`src/rtl/dri_pkg.sv`:
```
// constants for the drum integrator run and fill sequencer
package dri_pkg;
   // register map, byte addresses on the plain register port
   localparam logic [3:0] CTRL_ADDR    = 4'h0;
   localparam logic [3:0] STATUS_ADDR  = 4'h4;
   localparam logic [3:0] SECTOR_ADDR  = 4'h8;
   // control register fields
   localparam int         CTRL_MODE_LSB  = 0;
   localparam int         CTRL_MARK_BIT  = 3;
   localparam int         CTRL_SEL_LSB   = 4;
   localparam logic [9:0] CTRL_RESET     = 10'h001;
   // operating modes held in the control register
   localparam logic [2:0] MODE_FILL_INTEGRAND = 3'h0;
   localparam logic [2:0] MODE_FILL_REMAINDER = 3'h1;
   localparam logic [2:0] MODE_STEP_LEFT      = 3'h2;
   localparam logic [2:0] MODE_STEP_RIGHT     = 3'h3;
   localparam logic [2:0] MODE_SINGLE_REV     = 3'h4;
   localparam logic [2:0] MODE_CONTINUOUS     = 3'h5;
   // position counter: five low stages run 8..31, sixth marks the half
   localparam logic [4:0] POS_LOW_RELOAD = 5'h08;
   localparam logic [4:0] POS_LOW_FULL   = 5'h1f;
   localparam logic [5:0] HALF_LEN       = 6'h18;
   // section counter: five stages run 10..31, 22 sections
   localparam logic [4:0] SEC_RELOAD     = 5'h0a;
   localparam logic [4:0] SEC_FULL       = 5'h1f;
   // positions in a 48 pulse section, numbered 1..48
   localparam logic [5:0] POS_FIRST      = 6'h01;
   localparam logic [5:0] POS_CODE_END   = 6'h17;
   localparam logic [5:0] POS_SPLIT      = 6'h18;
   localparam logic [5:0] POS_BEGIN_END  = 6'h2f;
   localparam logic [5:0] POS_LAST       = 6'h30;
   localparam logic [4:0] SEC_FIRST      = 5'h01;
   // dy tally saturates here
   localparam logic [3:0] TALLY_MAX      = 4'h7;
endpackage

```
`src/rtl/dri_core.sv`:
```
// drum integrator run gating, z-line precession, fill and adder support
//
// Design decisions made here: the strobed register port and the register offsets.
`timescale 1ns/100ps
`default_nettype none
// Summary of operation
// - button arms; next first position starts run
// - arm clears one pulse after run sets
// - non-continuous run stops after one revolution
// - continuous: overflow sets halt, next start stops
// - first integrator adds integrand into remainder
// - marker written only with switch and run
// - z read passes three stage delay chain
// - idle: z recirculates from middle stage
// - continuous compute: z rewritten from last stage
// - single revolution mode precesses only while running
// - fills and step right: 47 loop in section
// - step left: 49 loop in section
// - fill timing reference from middle stage
// - buttons set fill bit, held until opposite
// - integrand write is run, bit, section, marker
// - remainder fill writes remainder; step right writes none
// - dy tally counts to seven, feeds, clears
// - dx direction from z and remainder code
// - integrand adder carry delayed one pulse
// - remainder carry injects one when subtracting
// - position counter 8..31 halves plus half stage
// - section counter 10..31, twenty-two sections
// - begin flag after position 23 until 47
module dri_core (
   input  wire logic       ref_clk_in,
   input  wire logic       rst_n_in,
   input  wire logic       drum_pulse_in,
   input  wire logic       one_btn_in,
   input  wire logic       zero_btn_in,
   input  wire logic       ovf_rd_in,
   input  wire logic       integrand_rd_in,
   input  wire logic       remainder_rd_in,
   input  wire logic       dy_pickup_in,
   input  wire logic [3:0] reg_addr_in,
   input  wire logic [31:0] reg_wdata_in,
   input  wire logic       reg_wr_in,
   input  wire logic       reg_rd_in,
   output logic [31:0]     reg_rdata_out,
   output logic            run_out,
   output logic            ovf_wr_out,
   output logic            integrand_wr_out,
   output logic            integrand_wr_en_out,
   output logic            remainder_wr_out,
   output logic            remainder_wr_en_out
);

   // control register and run state
   logic [9:0] ctrl_q;
   logic       arm_q;
   logic       run_q;
   logic       halt_q;
   logic       fill_bit_q;
   // drum indexing counters
   logic [4:0] pos_low_q;
   logic       pos_half_q;
   logic [4:0] sec_q;
   // z delay chain
   logic       z0_q;
   logic       za_q;
   logic       zb_q;
   // arithmetic support
   logic [3:0] tally_q;
   logic       dx_q;
   logic       c1_q;
   logic       c2_q;
   logic       begin_q;
   // track write registers and the read data register
   logic       ovf_wr_q;
   logic       int_wr_q;
   logic       int_en_q;
   logic       rem_wr_q;
   logic       rem_en_q;
   logic [31:0] rdata_q;

   logic [2:0] mode;
   logic       marker_sw;
   logic [4:0] sel_sec;
   logic [5:0] pos;
   logic [4:0] sec;
   logic       first_pt;
   logic       last_pt;
   logic       in_sel;
   logic       in_code;
   logic       fill_mode;
   logic       compute_mode;
   logic       dy_bit;
   logic       y_sum;
   logic       y_carry;
   logic       y_op;
   logic       r_sum;
   logic       r_carry;
   logic       pulse;

   // decoded position 1..48 from the split counter
   function automatic logic [5:0] pos_num(input logic half, input logic [4:0] low);
      logic [5:0] base;
      base = half ? dri_pkg::HALF_LEN : 6'h00;
      pos_num = base + {1'b0, low} - {1'b0, dri_pkg::POS_LOW_RELOAD} + 6'h01;
   endfunction

   assign pulse        = drum_pulse_in;
   assign mode         = ctrl_q[dri_pkg::CTRL_MODE_LSB +: 3];
   assign marker_sw    = ctrl_q[dri_pkg::CTRL_MARK_BIT];
   assign sel_sec      = ctrl_q[dri_pkg::CTRL_SEL_LSB +: 5];
   assign pos          = pos_num(pos_half_q, pos_low_q);
   assign sec          = sec_q - dri_pkg::SEC_RELOAD + 5'h01;
   assign first_pt     = (pos == dri_pkg::POS_FIRST) && (sec == dri_pkg::SEC_FIRST);
   assign last_pt      = (pos == dri_pkg::POS_LAST) && (sec == dri_pkg::SEC_FIRST);
   assign in_sel       = (sec == sel_sec);
   assign in_code      = (pos <= dri_pkg::POS_CODE_END);
   assign fill_mode    = (mode == dri_pkg::MODE_FILL_INTEGRAND) ||
                         (mode == dri_pkg::MODE_FILL_REMAINDER);
   assign compute_mode = (mode == dri_pkg::MODE_SINGLE_REV) ||
                         (mode == dri_pkg::MODE_CONTINUOUS);

   // integrand serial adder: integrand plus tally bit
   assign dy_bit  = begin_q & tally_q[0];
   assign y_sum   = integrand_rd_in ^ dy_bit ^ c1_q;
   assign y_carry = (integrand_rd_in & dy_bit) | (c1_q & (integrand_rd_in ^ dy_bit));
   // remainder adder: remainder plus integrand or its inverse
   assign y_op    = dx_q ? integrand_rd_in : ~integrand_rd_in;
   assign r_sum   = remainder_rd_in ^ y_op ^ c2_q;
   assign r_carry = (remainder_rd_in & y_op) | (c2_q & (remainder_rd_in ^ y_op));

   // position counter: low stages 8..31 then reload, half stage toggles
   always_ff @(posedge ref_clk_in) begin
      if (!rst_n_in) begin
         pos_low_q  <= dri_pkg::POS_LOW_RELOAD;
         pos_half_q <= 1'b0;
      end else if (pulse) begin
         if (pos_low_q == dri_pkg::POS_LOW_FULL) begin
            pos_low_q  <= dri_pkg::POS_LOW_RELOAD;
            pos_half_q <= ~pos_half_q;
         end else begin
            pos_low_q <= pos_low_q + 5'h01;
         end
      end
   end

   // section counter steps at the end of each 48 pulse section
   always_ff @(posedge ref_clk_in) begin
      if (!rst_n_in) begin
         sec_q <= dri_pkg::SEC_RELOAD;
      end else if (pulse && pos == dri_pkg::POS_LAST) begin
         if (sec_q == dri_pkg::SEC_FULL) begin
            sec_q <= dri_pkg::SEC_RELOAD;
         end else begin
            sec_q <= sec_q + 5'h01;
         end
      end
   end

   // buttons are taken on any system clock so a short press is not missed
   always_ff @(posedge ref_clk_in) begin
      if (!rst_n_in) begin
         arm_q <= 1'b0;
      end else if (one_btn_in || zero_btn_in) begin
         arm_q <= 1'b1;
      end else if (pulse && run_q) begin
         arm_q <= 1'b0;
      end
   end

   // fill bit follows the last button pressed
   always_ff @(posedge ref_clk_in) begin
      if (!rst_n_in) begin
         fill_bit_q <= 1'b0;
      end else if (one_btn_in) begin
         fill_bit_q <= 1'b1;
      end else if (zero_btn_in) begin
         fill_bit_q <= 1'b0;
      end
   end

   // run starts and stops only between the last and first sections
   always_ff @(posedge ref_clk_in) begin
      if (!rst_n_in) begin
         run_q <= 1'b0;
      end else if (pulse && first_pt) begin
         if (run_q && (mode != dri_pkg::MODE_CONTINUOUS || halt_q)) begin
            run_q <= 1'b0;
         end else if (arm_q) begin
            run_q <= 1'b1;
         end
      end
   end

   // halt catches the first integrator's overflow at its last position
   always_ff @(posedge ref_clk_in) begin
      if (!rst_n_in) begin
         halt_q <= 1'b0;
      end else if (pulse) begin
         if (first_pt) begin
            halt_q <= 1'b0;
         end else if (last_pt && run_q && mode == dri_pkg::MODE_CONTINUOUS && c2_q) begin
            halt_q <= 1'b1;
         end
      end
   end

   // three stage delay at the z read end
   always_ff @(posedge ref_clk_in) begin
      if (!rst_n_in) begin
         z0_q <= 1'b0;
         za_q <= 1'b0;
         zb_q <= 1'b0;
      end else if (pulse) begin
         z0_q <= ovf_rd_in;
         za_q <= z0_q;
         zb_q <= za_q;
      end
   end

   // z record source picks the loop length; marker and overflow override
   always_ff @(posedge ref_clk_in) begin
      if (!rst_n_in) begin
         ovf_wr_q <= 1'b0;
      end else if (pulse) begin
         if (run_q && marker_sw && pos == dri_pkg::POS_LAST) begin
            ovf_wr_q <= 1'b1;
         end else if (!run_q) begin
            ovf_wr_q <= za_q;
         end else if (compute_mode) begin
            // overflows enter at position 48, the rest precess one step
            ovf_wr_q <= (pos == dri_pkg::POS_LAST) ? c2_q : zb_q;
         end else if (in_sel && mode == dri_pkg::MODE_STEP_LEFT) begin
            ovf_wr_q <= zb_q;
         end else if (in_sel) begin
            ovf_wr_q <= z0_q;
         end else begin
            ovf_wr_q <= za_q;
         end
      end
   end

   // start flag spans the number part of the section
   always_ff @(posedge ref_clk_in) begin
      if (!rst_n_in) begin
         begin_q <= 1'b0;
      end else if (pulse) begin
         if (pos == dri_pkg::POS_BEGIN_END) begin
            begin_q <= 1'b0;
         end else if (pos > dri_pkg::POS_CODE_END && integrand_rd_in) begin
            begin_q <= 1'b1;
         end
      end
   end

   // dy tally counts code pickups, then shifts out into the adder
   always_ff @(posedge ref_clk_in) begin
      if (!rst_n_in) begin
         tally_q <= 4'h0;
      end else if (pulse) begin
         if (pos == dri_pkg::POS_LAST) begin
            tally_q <= 4'h0;
         end else if (begin_q) begin
            tally_q <= {1'b0, tally_q[3:1]};
         end else if (in_code && dy_pickup_in && tally_q != dri_pkg::TALLY_MAX) begin
            tally_q <= tally_q + 4'h1;
         end
      end
   end

   // dx direction latched from z where remainder carries its code pulse
   always_ff @(posedge ref_clk_in) begin
      if (!rst_n_in) begin
         dx_q <= 1'b0;
      end else if (pulse && in_code && remainder_rd_in) begin
         dx_q <= z0_q;
      end
   end

   // integrand carry delay, cleared outside the number part
   always_ff @(posedge ref_clk_in) begin
      if (!rst_n_in) begin
         c1_q <= 1'b0;
      end else if (pulse) begin
         c1_q <= begin_q ? y_carry : 1'b0;
      end
   end

   // remainder carry preset at position 24: one forms the complement
   always_ff @(posedge ref_clk_in) begin
      if (!rst_n_in) begin
         c2_q <= 1'b0;
      end else if (pulse) begin
         if (pos == dri_pkg::POS_SPLIT) begin
            c2_q <= ~dx_q;
         end else if (pos > dri_pkg::POS_SPLIT) begin
            c2_q <= r_carry;
         end
      end
   end

   // integrand track: fill coincidence or adder sum while computing
   always_ff @(posedge ref_clk_in) begin
      if (!rst_n_in) begin
         int_wr_q <= 1'b0;
         int_en_q <= 1'b0;
      end else if (pulse) begin
         if (mode == dri_pkg::MODE_FILL_INTEGRAND) begin
            // reference from the middle stage marks the digit slot
            int_en_q <= run_q && in_sel && za_q;
            int_wr_q <= run_q && fill_bit_q && in_sel && za_q;
         end else begin
            int_en_q <= run_q && compute_mode && begin_q;
            int_wr_q <= run_q && compute_mode && begin_q && y_sum;
         end
      end
   end

   // remainder track: fill coincidence or adder sum; step modes leave it
   always_ff @(posedge ref_clk_in) begin
      if (!rst_n_in) begin
         rem_wr_q <= 1'b0;
         rem_en_q <= 1'b0;
      end else if (pulse) begin
         if (mode == dri_pkg::MODE_FILL_REMAINDER) begin
            rem_en_q <= run_q && in_sel && za_q;
            rem_wr_q <= run_q && fill_bit_q && in_sel && za_q;
         end else begin
            // position 48 of the remainder is left untouched
            rem_en_q <= run_q && compute_mode && pos > dri_pkg::POS_SPLIT &&
                        pos != dri_pkg::POS_LAST;
            rem_wr_q <= run_q && compute_mode && pos > dri_pkg::POS_SPLIT && r_sum;
         end
      end
   end

   // control register write
   always_ff @(posedge ref_clk_in) begin
      if (!rst_n_in) begin
         ctrl_q <= dri_pkg::CTRL_RESET;
      end else if (reg_wr_in && reg_addr_in == dri_pkg::CTRL_ADDR) begin
         ctrl_q <= reg_wdata_in[9:0];
      end
   end

   // read data valid the cycle after the strobe; unmapped reads zero
   always_ff @(posedge ref_clk_in) begin
      if (!rst_n_in) begin
         rdata_q <= 32'h0000_0000;
      end else if (reg_rd_in) begin
         case (reg_addr_in)
            dri_pkg::CTRL_ADDR:   rdata_q <= {22'h00_0000, ctrl_q};
            dri_pkg::STATUS_ADDR: rdata_q <= {22'h00_0000, tally_q, begin_q, dx_q,
                                              fill_bit_q, halt_q, arm_q, run_q};
            dri_pkg::SECTOR_ADDR: rdata_q <= {21'h00_0000, sec, pos};
            default:              rdata_q <= 32'h0000_0000;
         endcase
      end else begin
         rdata_q <= 32'h0000_0000;
      end
   end

   assign reg_rdata_out       = rdata_q;
   assign run_out             = run_q;
   assign ovf_wr_out          = ovf_wr_q;
   assign integrand_wr_out    = int_wr_q;
   assign integrand_wr_en_out = int_en_q;
   assign remainder_wr_out    = rem_wr_q;
   assign remainder_wr_en_out = rem_en_q;

endmodule
`default_nettype wire

```
`config.mk`:
```
export PLATFORM = sky130hd
export DESIGN_NAME = dri_core
export DESIGN_NICKNAME = d
export VERILOG_FILES = /design/src/rtl/dri_pkg.sv /design/src/rtl/dri_core.sv
export SDC_FILE = /design/constraint.sdc
export NUM_CORES = 1
export LEC_CHECK = 0
export ABC_CLOCK_PERIOD_IN_PS = 2690
export BUFFER_PORTS_ARGS = -buffer_cell sky130_fd_sc_hd__buf_2
export CORE_ASPECT_RATIO = 1.5
export CORE_MARGIN = 2
export CORE_UTILIZATION = 53
export DETAILED_ROUTE_END_ITERATION = 10
export GPL_TIMING_DRIVEN = 0
export PLACE_DENSITY = 0.82
export SYNTH_ARGS = -nofsm -noshare
export SYNTH_HDL_FRONTEND = slang
export SYNTH_SLANG_ARGS = --single-unit
```
`constraint.sdc`:
```
create_clock -name ref_clk_in -period 2.69 [get_ports ref_clk_in]
set_input_delay 0.269 -clock ref_clk_in [delete_from_list [all_inputs] [get_ports ref_clk_in]]
set_output_delay 0.269 -clock ref_clk_in [all_outputs]
set_load 0.01 [all_outputs]
```
==> flow_metrics.py, run 1 <==
metrics = {
    "placed_design": {
        "dp.cells": 505,
        "detailedPlace.worstSlack_ns": -0.170,
        "dp_hpwl_mm": 5.87,
        "io_buffers": 41,
        "gp_congestion": 0.894,
    },
    "grt": {
        "overflow": 0,
        "global_route.usage.met2": 0.428,
        "use_met3": 0.0382,
        "met1_usage": 0.294,
        "antenna_found_initial": 0,
        "grt_max_degree": 16,
        "grt_pass1_wl_mm": 12.6,
        "grt_usage": 0.247,
        "busiest_layer": "met2",
        "grt_pass1_vias": 2734,
    },
    "final_layout": {
        "antenna_cells": 0,
        "mostFrequentLayoutCells": "dfxtp_1 (52), buf_2 (42), nand2_1 (41)",
        "fill_cells": 524,
        "instances_no_fill": 516,
        "layout-drive-gt1-share": 0.194,
        "layout_commonest_cell": "dfxtp_1",
        "fin_nets": 506,
        "area.growth.synth_to_final_pct": 17.3,
    },
    "timing": {
        "max_freq_mhz": 378,
        "rsz0062_at_grt": "yes",
        "tns_ns": 0,
        "worst_pin_slew_ns": 0.960,
        "hold_viol_final": 0,
        "finClkSkew_ns": 0.00759,
        "fin_crit_ns": 2.64,
        "period_share": 0.983,
        "slew_viol_final": 0,
        "fin_ws_ns": 0.0453,
        "setup_viol": 0,
        "max_slew_margin": 0.358,
    },
    "critical_path": {
        "cpLargestDelayFamily": "compound AO/OA/AOI/OAI gates",
        "rr_startpoint": "pos_low_q[4]$_SDFFE_PN0P_",
        "crit_buf_inv": 2,
        "crit_path_end_kind": "register",
        "rrSetupSlack_ns": 0.05,
        "crit_slowest_cell": "or3b_1",
        "cp_data_required_time_ns": 2.93,
        "worstReg2RegEnd": "sec_q[2]$_SDFFE_PN0P_",
        "cp_max_fo": 7,
        "cp_cell_sequence": "inv_1 > ha_1 > inv_1 > ha_2 > nand3b_1 > a211oi_4 > o2111ai_1 > or3b_1 > a21oi_1",
        "r2r_cells": 9,
        "max_stage_delay_ns": 0.45,
        "start_kind": "register",
        "crit_path_frequent_cell": "inv_1",
        "setup.worst_path.class": "register to register",
        "cp.arrival_ns": 2.89,
    },
    "pwr": {
        "p_leak_nw": 1.48,
        "ir_drop_v": 0.000348,
        "p_per_area_nw_per_um2": 416,
    },
    "clocking": {
        "clock_path_buffers": 2,
        "h-tree-depth": 2,
        "cts_tree": "done",
        "worstSkewPairLatency_ns": 0.31,
        "cts_sinks": 52,
        "cts-buffers-inserted": 5,
        "holdBufCountCts": 0,
        "cts.root.buffer_cell": "clkbuf_8",
        "path_clk_slew_ns": 0.09,
    },
    "outcome": {
        "status": "finished, final reports clean",
    },
    "hold_path": {
        "holdCritPathClass": "primary input to register",
        "holdPathEnd": "ctrl_q[0]$_SDFFE_PN1P_",
        "hp-start": "reg_wdata_in[0]",
        "hold_depth": 3,
    },
    "routing": {
        "wl_per_cell_um": 15.2,
        "drtIter0Drc": 257,
        "drc": 0,
        "vias_per_cell": 5.73,
        "vias": 2959,
        "dr.pass1.iters": 7,
        "drtAntennaViolNets": 0,
        "wl_mm": 7.83,
    },
    "floorplanning": {
        "fp.dieH_um": 97.4,
        "design.portCount": 85,
        "fp.coreArea_um2": 5700,
        "dieWidth_um": 66.2,
        "start_util": 0.540,
        "dieArea_um2": 6450,
        "num_rows": 34,
    },
    "synth": {
        "synthCells": 372,
        "synth_flop_cell": "dfxtp_1",
        "yosysSeqAreaShare": 0.338,
        "async_flop_share": 0,
        "ys_types": 64,
        "synth-edff-count": 0,
        "syn_avg_cell_area_um2": 8.28,
        "ys_ff_latch": 52,
        "synth_warnings": 0,
        "syn_area_um2": 3080,
    },
    "job": {
        "drv_cap": 0,
    },
}
worst reg2reg max path: cells and delay by family (launching register included):
kind | cells | cell delay [ns]
compound gates | 3 | 0.81
fa+ha+maj | 2 | 0.58
buf+inv | 2 | 0.12
flops | 1 | 0.36
simple gates | 2 | 0.72
what timing repair did:
action                     in CTS  in global routing
setup endpoints to repair       9                 10
buffers inserted                2                  1
hold endpoints to repair        0                  0
resized for setup               1                  4
pin swaps                       1                  2
cloned                          0                  0
per-stage QoR:
step	total power [mW]	cell area, µm²	hold slack, ns	utilization
floorplan	0.926	3160	0.386	-
global placement	0.978	3450	0.472	0.605
detailed placement	0.982	3450	0.474	0.605
CTS	1.50	3580	0.171	0.628
global route	1.56	3610	0.190	0.634
finish	1.50	3610	0.168	0.634
cells in the mapped netlist (all sizes together), types with 4 or more instances:
| library cell | number | share of area |
|---|---|---|
| nand3b | 6 | 0.015 |
| a21oi | 27 | 0.044 |
| nand3 | 11 | 0.018 |
| nor3 | 7 | 0.013 |
| nor4 | 5 | 0.010 |
| mux2i | 8 | 0.026 |
| a222oi | 7 | 0.023 |
| buf | 26 | 0.058 |
| xnor2 | 11 | 0.031 |
| o21ai | 14 | 0.023 |
| dfxtp | 52 | 0.34 |
| nand2 | 41 | 0.050 |
| nand4 | 6 | 0.012 |
| nor2 | 36 | 0.044 |
| a31oi | 6 | 0.012 |
| inv | 17 | 0.021 |
| and2 | 5 | 0.010 |
| o2111ai | 4 | 0.011 |
| ha | 14 | 0.057 |
| clkbuf | 11 | 0.013 |
final cells by class:
cell class                      instances  area [µm²]  share of cell area
Tap cell                               72        90.1              0.0249
Clock inverter                          2        35.0             0.00970
Timing Repair Buffer                   44         228              0.0630
Multi-Input combinational cell        285        1860               0.515
Buffer                                 37         219              0.0606
Inverter                               18        67.6              0.0187
Clock buffer                            6        72.6              0.0201
Sequential cell                        52        1040               0.288
logic make-up after synthesis:
kind of cell	after synthesis	synth area share
DFF	52	0.338
other	1	0.00122
adders and majority gates	16	0.0699
buffers and inverters	55	0.0930
and+or+nand+nor	139	0.229
muxes	8	0.0260
AOI/OAI and AO/OA	87	0.203
xor gates and xnor gates	14	0.0398
flip-flops by register name (all words and copies together) (netlist names), 4 cells and up:
register and cells:
ctrl_q 10, pos_low_q 5, reg_rdata_out 11, sec_q 5
tally_q 4
report_power, final:
group / internal [mW] / switching (mW) / total, mW
Clock: 0.277 / 0.257 / 0.534
Sequential: 0.784 / 0.0163 / 0.800
Combinational: 0.0713 / 0.0967 / 0.168
Total: 1.13 / 0.370 / 1.50
how the worst max path moves through the flow:
stage / startpoint / end / depth (start not counted)
after floorplan: pos_low_q[4]$_SDFFE_PN0P_ / sec_q[2]$_SDFFE_PN0P_ / 9
final: pos_low_q[4]$_SDFFE_PN0P_ / sec_q[2]$_SDFFE_PN0P_ / 9
after CTS: pos_low_q[4]$_SDFFE_PN0P_ / run_out$_SDFFE_PN0P_ / 9
after global routing: pos_low_q[4]$_SDFFE_PN0P_ / sec_q[2]$_SDFFE_PN0P_ / 9
after detailed placement: pos_low_q[4]$_SDFFE_PN0P_ / halt_q$_SDFFE_PN0P_ / 9
after global placement: pos_low_q[4]$_SDFFE_PN0P_ / halt_q$_SDFFE_PN0P_ / 9
metal layers:
metal,vias up,routed length [µm]
li1,1435,-
met1,1366,3140
met2,138,4010
met3,20,457
met4,0,218
met5,-,0
No activity file was read; power rests on OpenSTA's default activity.
==> inputs of run 2 (changes only) <==
--- a/config.mk
+++ b/config.mk
@@ -8,8 +8,9 @@
 export ABC_CLOCK_PERIOD_IN_PS = 2690
 export BUFFER_PORTS_ARGS = -buffer_cell sky130_fd_sc_hd__buf_2
 export CORE_ASPECT_RATIO = 1.5
-export CORE_MARGIN = 2
+export CORE_MARGIN = 1.5
 export CORE_UTILIZATION = 53
+export CTS_BUF_LIST = sky130_fd_sc_hd__clkbuf_16
 export DETAILED_ROUTE_END_ITERATION = 10
 export GPL_TIMING_DRIVEN = 0
 export PLACE_DENSITY = 0.82
==> run 2 against run 1 <==
Compared with the run above: die area down 2.5%; routed wire length down 0.66%; via count up 0.14%; sequential share of layout area down 0.27 points; final area up 1.1%; global-route usage up 0.34 points; combinational power about the same; count of clock-buffer cells in the layout down 1; non-clock buffer count unchanged; cell count down 0.39%; utilization up 2.6 points; largest cell class unchanged.
==> flow_metrics.py, run 2 (synthesized netlist as in run 1, its figures left out) <==
metrics = {
    "clocking": {
        "cts_sinks": 52,
        "path_clk_slew_ns": 0.07,
        "cts.root.buffer_cell": "clkbuf_16",
        "cts_tree": "done",
        "h-tree-depth": 2,
        "cts-buffers-inserted": 5,
        "worstSkewPairLatency_ns": 0.29,
        "clock_path_buffers": 2,
    },
    "hold_path": {
        "holdCritPathClass": "primary input to register",
        "hp-start": "one_btn_in",
        "hold_depth": 3,
        "holdPathEnd": "fill_bit_q$_SDFFE_PN0P_",
    },
    "floorplanning": {
        "dieArea_um2": 6290,
        "dieWidth_um": 65.2,
        "design.portCount": 85,
        "fp.dieH_um": 96.4,
        "start_util": 0.557,
        "fp.coreArea_um2": 5530,
        "num_rows": 33,
    },
    "grt": {
        "grt_pass1_vias": 2684,
        "grt_max_degree": 17,
        "antenna_found_initial": 0,
        "grt_pass1_wl_mm": 12.1,
        "overflow": 0,
        "grt_usage": 0.251,
    },
    "timing": {
        "hold_viol_final": 0,
        "max_slew_margin": 0.395,
        "rsz0062_at_grt": "no",
        "period_share": 0.950,
        "finClkSkew_ns": 0.00380,
        "fin_crit_ns": 2.56,
        "worst_pin_slew_ns": 0.906,
        "setup_viol": 0,
        "tns_ns": 0,
        "slew_viol_final": 0,
        "max_freq_mhz": 391,
    },
    "outcome": {
        "status": "finished, final reports clean",
    },
    "final_layout": {
        "layout.area.seq_um2": 1040,
        "fill_cells": 492,
        "antenna_cells": 0,
        "layout_commonest_cell": "dfxtp_1",
        "area.growth.synth_to_final_pct": 18.5,
        "layout-drive-gt1-share": 0.198,
        "largest_register_ffs": 11,
        "fin_area_um2": 3650,
        "fin_nets": 506,
        "mostFrequentLayoutCells": "dfxtp_1 (51), buf_2 (42), nand2_1 (41)",
        "multi_input_area_um2": 1860,
    },
    "routing": {
        "drtIter0Drc": 199,
        "drc": 0,
        "vias": 2963,
        "dr.pass1.iters": 6,
        "wl_per_cell_um": 15.1,
        "wl_mm": 7.78,
        "drtAntennaViolNets": 0,
        "vias_per_cell": 5.76,
    },
    "critical_path": {
        "rr_startpoint": "pos_half_q$_SDFFE_PN0P_",
        "rrSetupSlack_ns": 0.13,
        "crit_path_end_kind": "register",
        "cp.arrival_ns": 2.70,
        "start_kind": "register",
        "r2r_cells": 9,
        "cp_data_required_time_ns": 2.83,
        "setup.worst_path.class": "register to register",
        "worstReg2RegEnd": "c2_q$_SDFFE_PN0P_",
        "cp_max_fo": 7,
    },
    "pwr": {
        "ir_drop_v": 0.000433,
        "p_per_area_nw_per_um2": 438,
        "p_total_mw": 1.60,
        "p_leak_nw": 1.50,
    },
    "job": {
        "drv_cap": 0,
    },
    "placed_design": {
        "dpl-instance-area_um2": 3450,
        "io_buffers": 41,
        "gp_congestion": 0.893,
        "dp_hpwl_mm": 5.77,
    },
}
-- run 2: timing repair --
| action | in CTS | in global routing |
|---|---|---|
| setup endpoints to repair | 8 | 10 |
| hold buffers | 0 | 0 |
| cloned | 0 | 0 |
| buffers inserted | 0 | 3 |
| gates resized for setup | 1 | 7 |
| pin swaps | 0 | 4 |
-- run 2: per-layer routing --
layer / up-vias / wire length, µm / track usage
met5: - / 0 / 0
met4: 0 / 233 / 0.115
met1: 1339 / 3040 / 0.266
li1: 1439 / - / -
met3: 27 / 526 / 0.0487
met2: 158 / 3980 / 0.472
-- run 2: where the power goes --
group	leakage (nW)	internal (mW)	switching [mW]
sequential	0.422	0.784	0.0164
clock	0.0712	0.343	0.287
combinational	1.00	0.0718	0.0964
-- run 2: area by class of cell --
cell class,instances,share of cell area
multi-input cells,285,0.510
clock inverters,3,0.00548
plain buffers,37,0.0600
flip-flops and latches,52,0.285
clock buffers,5,0.0343
well taps,70,0.0240
repair buffers,44,0.0624
inverters,18,0.0185
-- run 2: through the flow --
step	worst slack [ns]	hold WS, ns	utilization	cells
3_5_place_dp	-0.148	0.477	0.623	503
4_1_cts	0.0112	0.204	0.650	511
6_report	0.134	0.199	0.660	514
5_1_grt	0.0141	0.219	0.660	514
2_1_floorplan	0.297	0.386	-	392
3_3_place_gp	-0.0944	0.472	0.623	503
-- run 2: how the worst max path moves through the flow --
stage	from	to	slack (ns)
after detailed placement	pos_low_q[4]$_SDFFE_PN0P_	halt_q$_SDFFE_PN0P_	-0.15
final	pos_half_q$_SDFFE_PN0P_	c2_q$_SDFFE_PN0P_	0.13
after floorplan	pos_low_q[4]$_SDFFE_PN0P_	sec_q[2]$_SDFFE_PN0P_	0.30
after global placement	pos_low_q[4]$_SDFFE_PN0P_	halt_q$_SDFFE_PN0P_	-0.09
after CTS	pos_low_q[4]$_SDFFE_PN0P_	halt_q$_SDFFE_PN0P_	0.01
after global routing	pos_low_q[4]$_SDFFE_PN0P_	c2_q$_SDFFE_PN0P_	0.01
-- run 2: critical path, cell delays in order (launching register included) --
cell and delay (ns):
dfxtp_1 0.31, inv_1 0.07, ha_1 0.28, inv_1 0.04, ha_2 0.37, a21bo_1 0.27
a211o_4 0.39, a2111oi_4 0.37, mux2i_1 0.22, a311oi_1 0.10
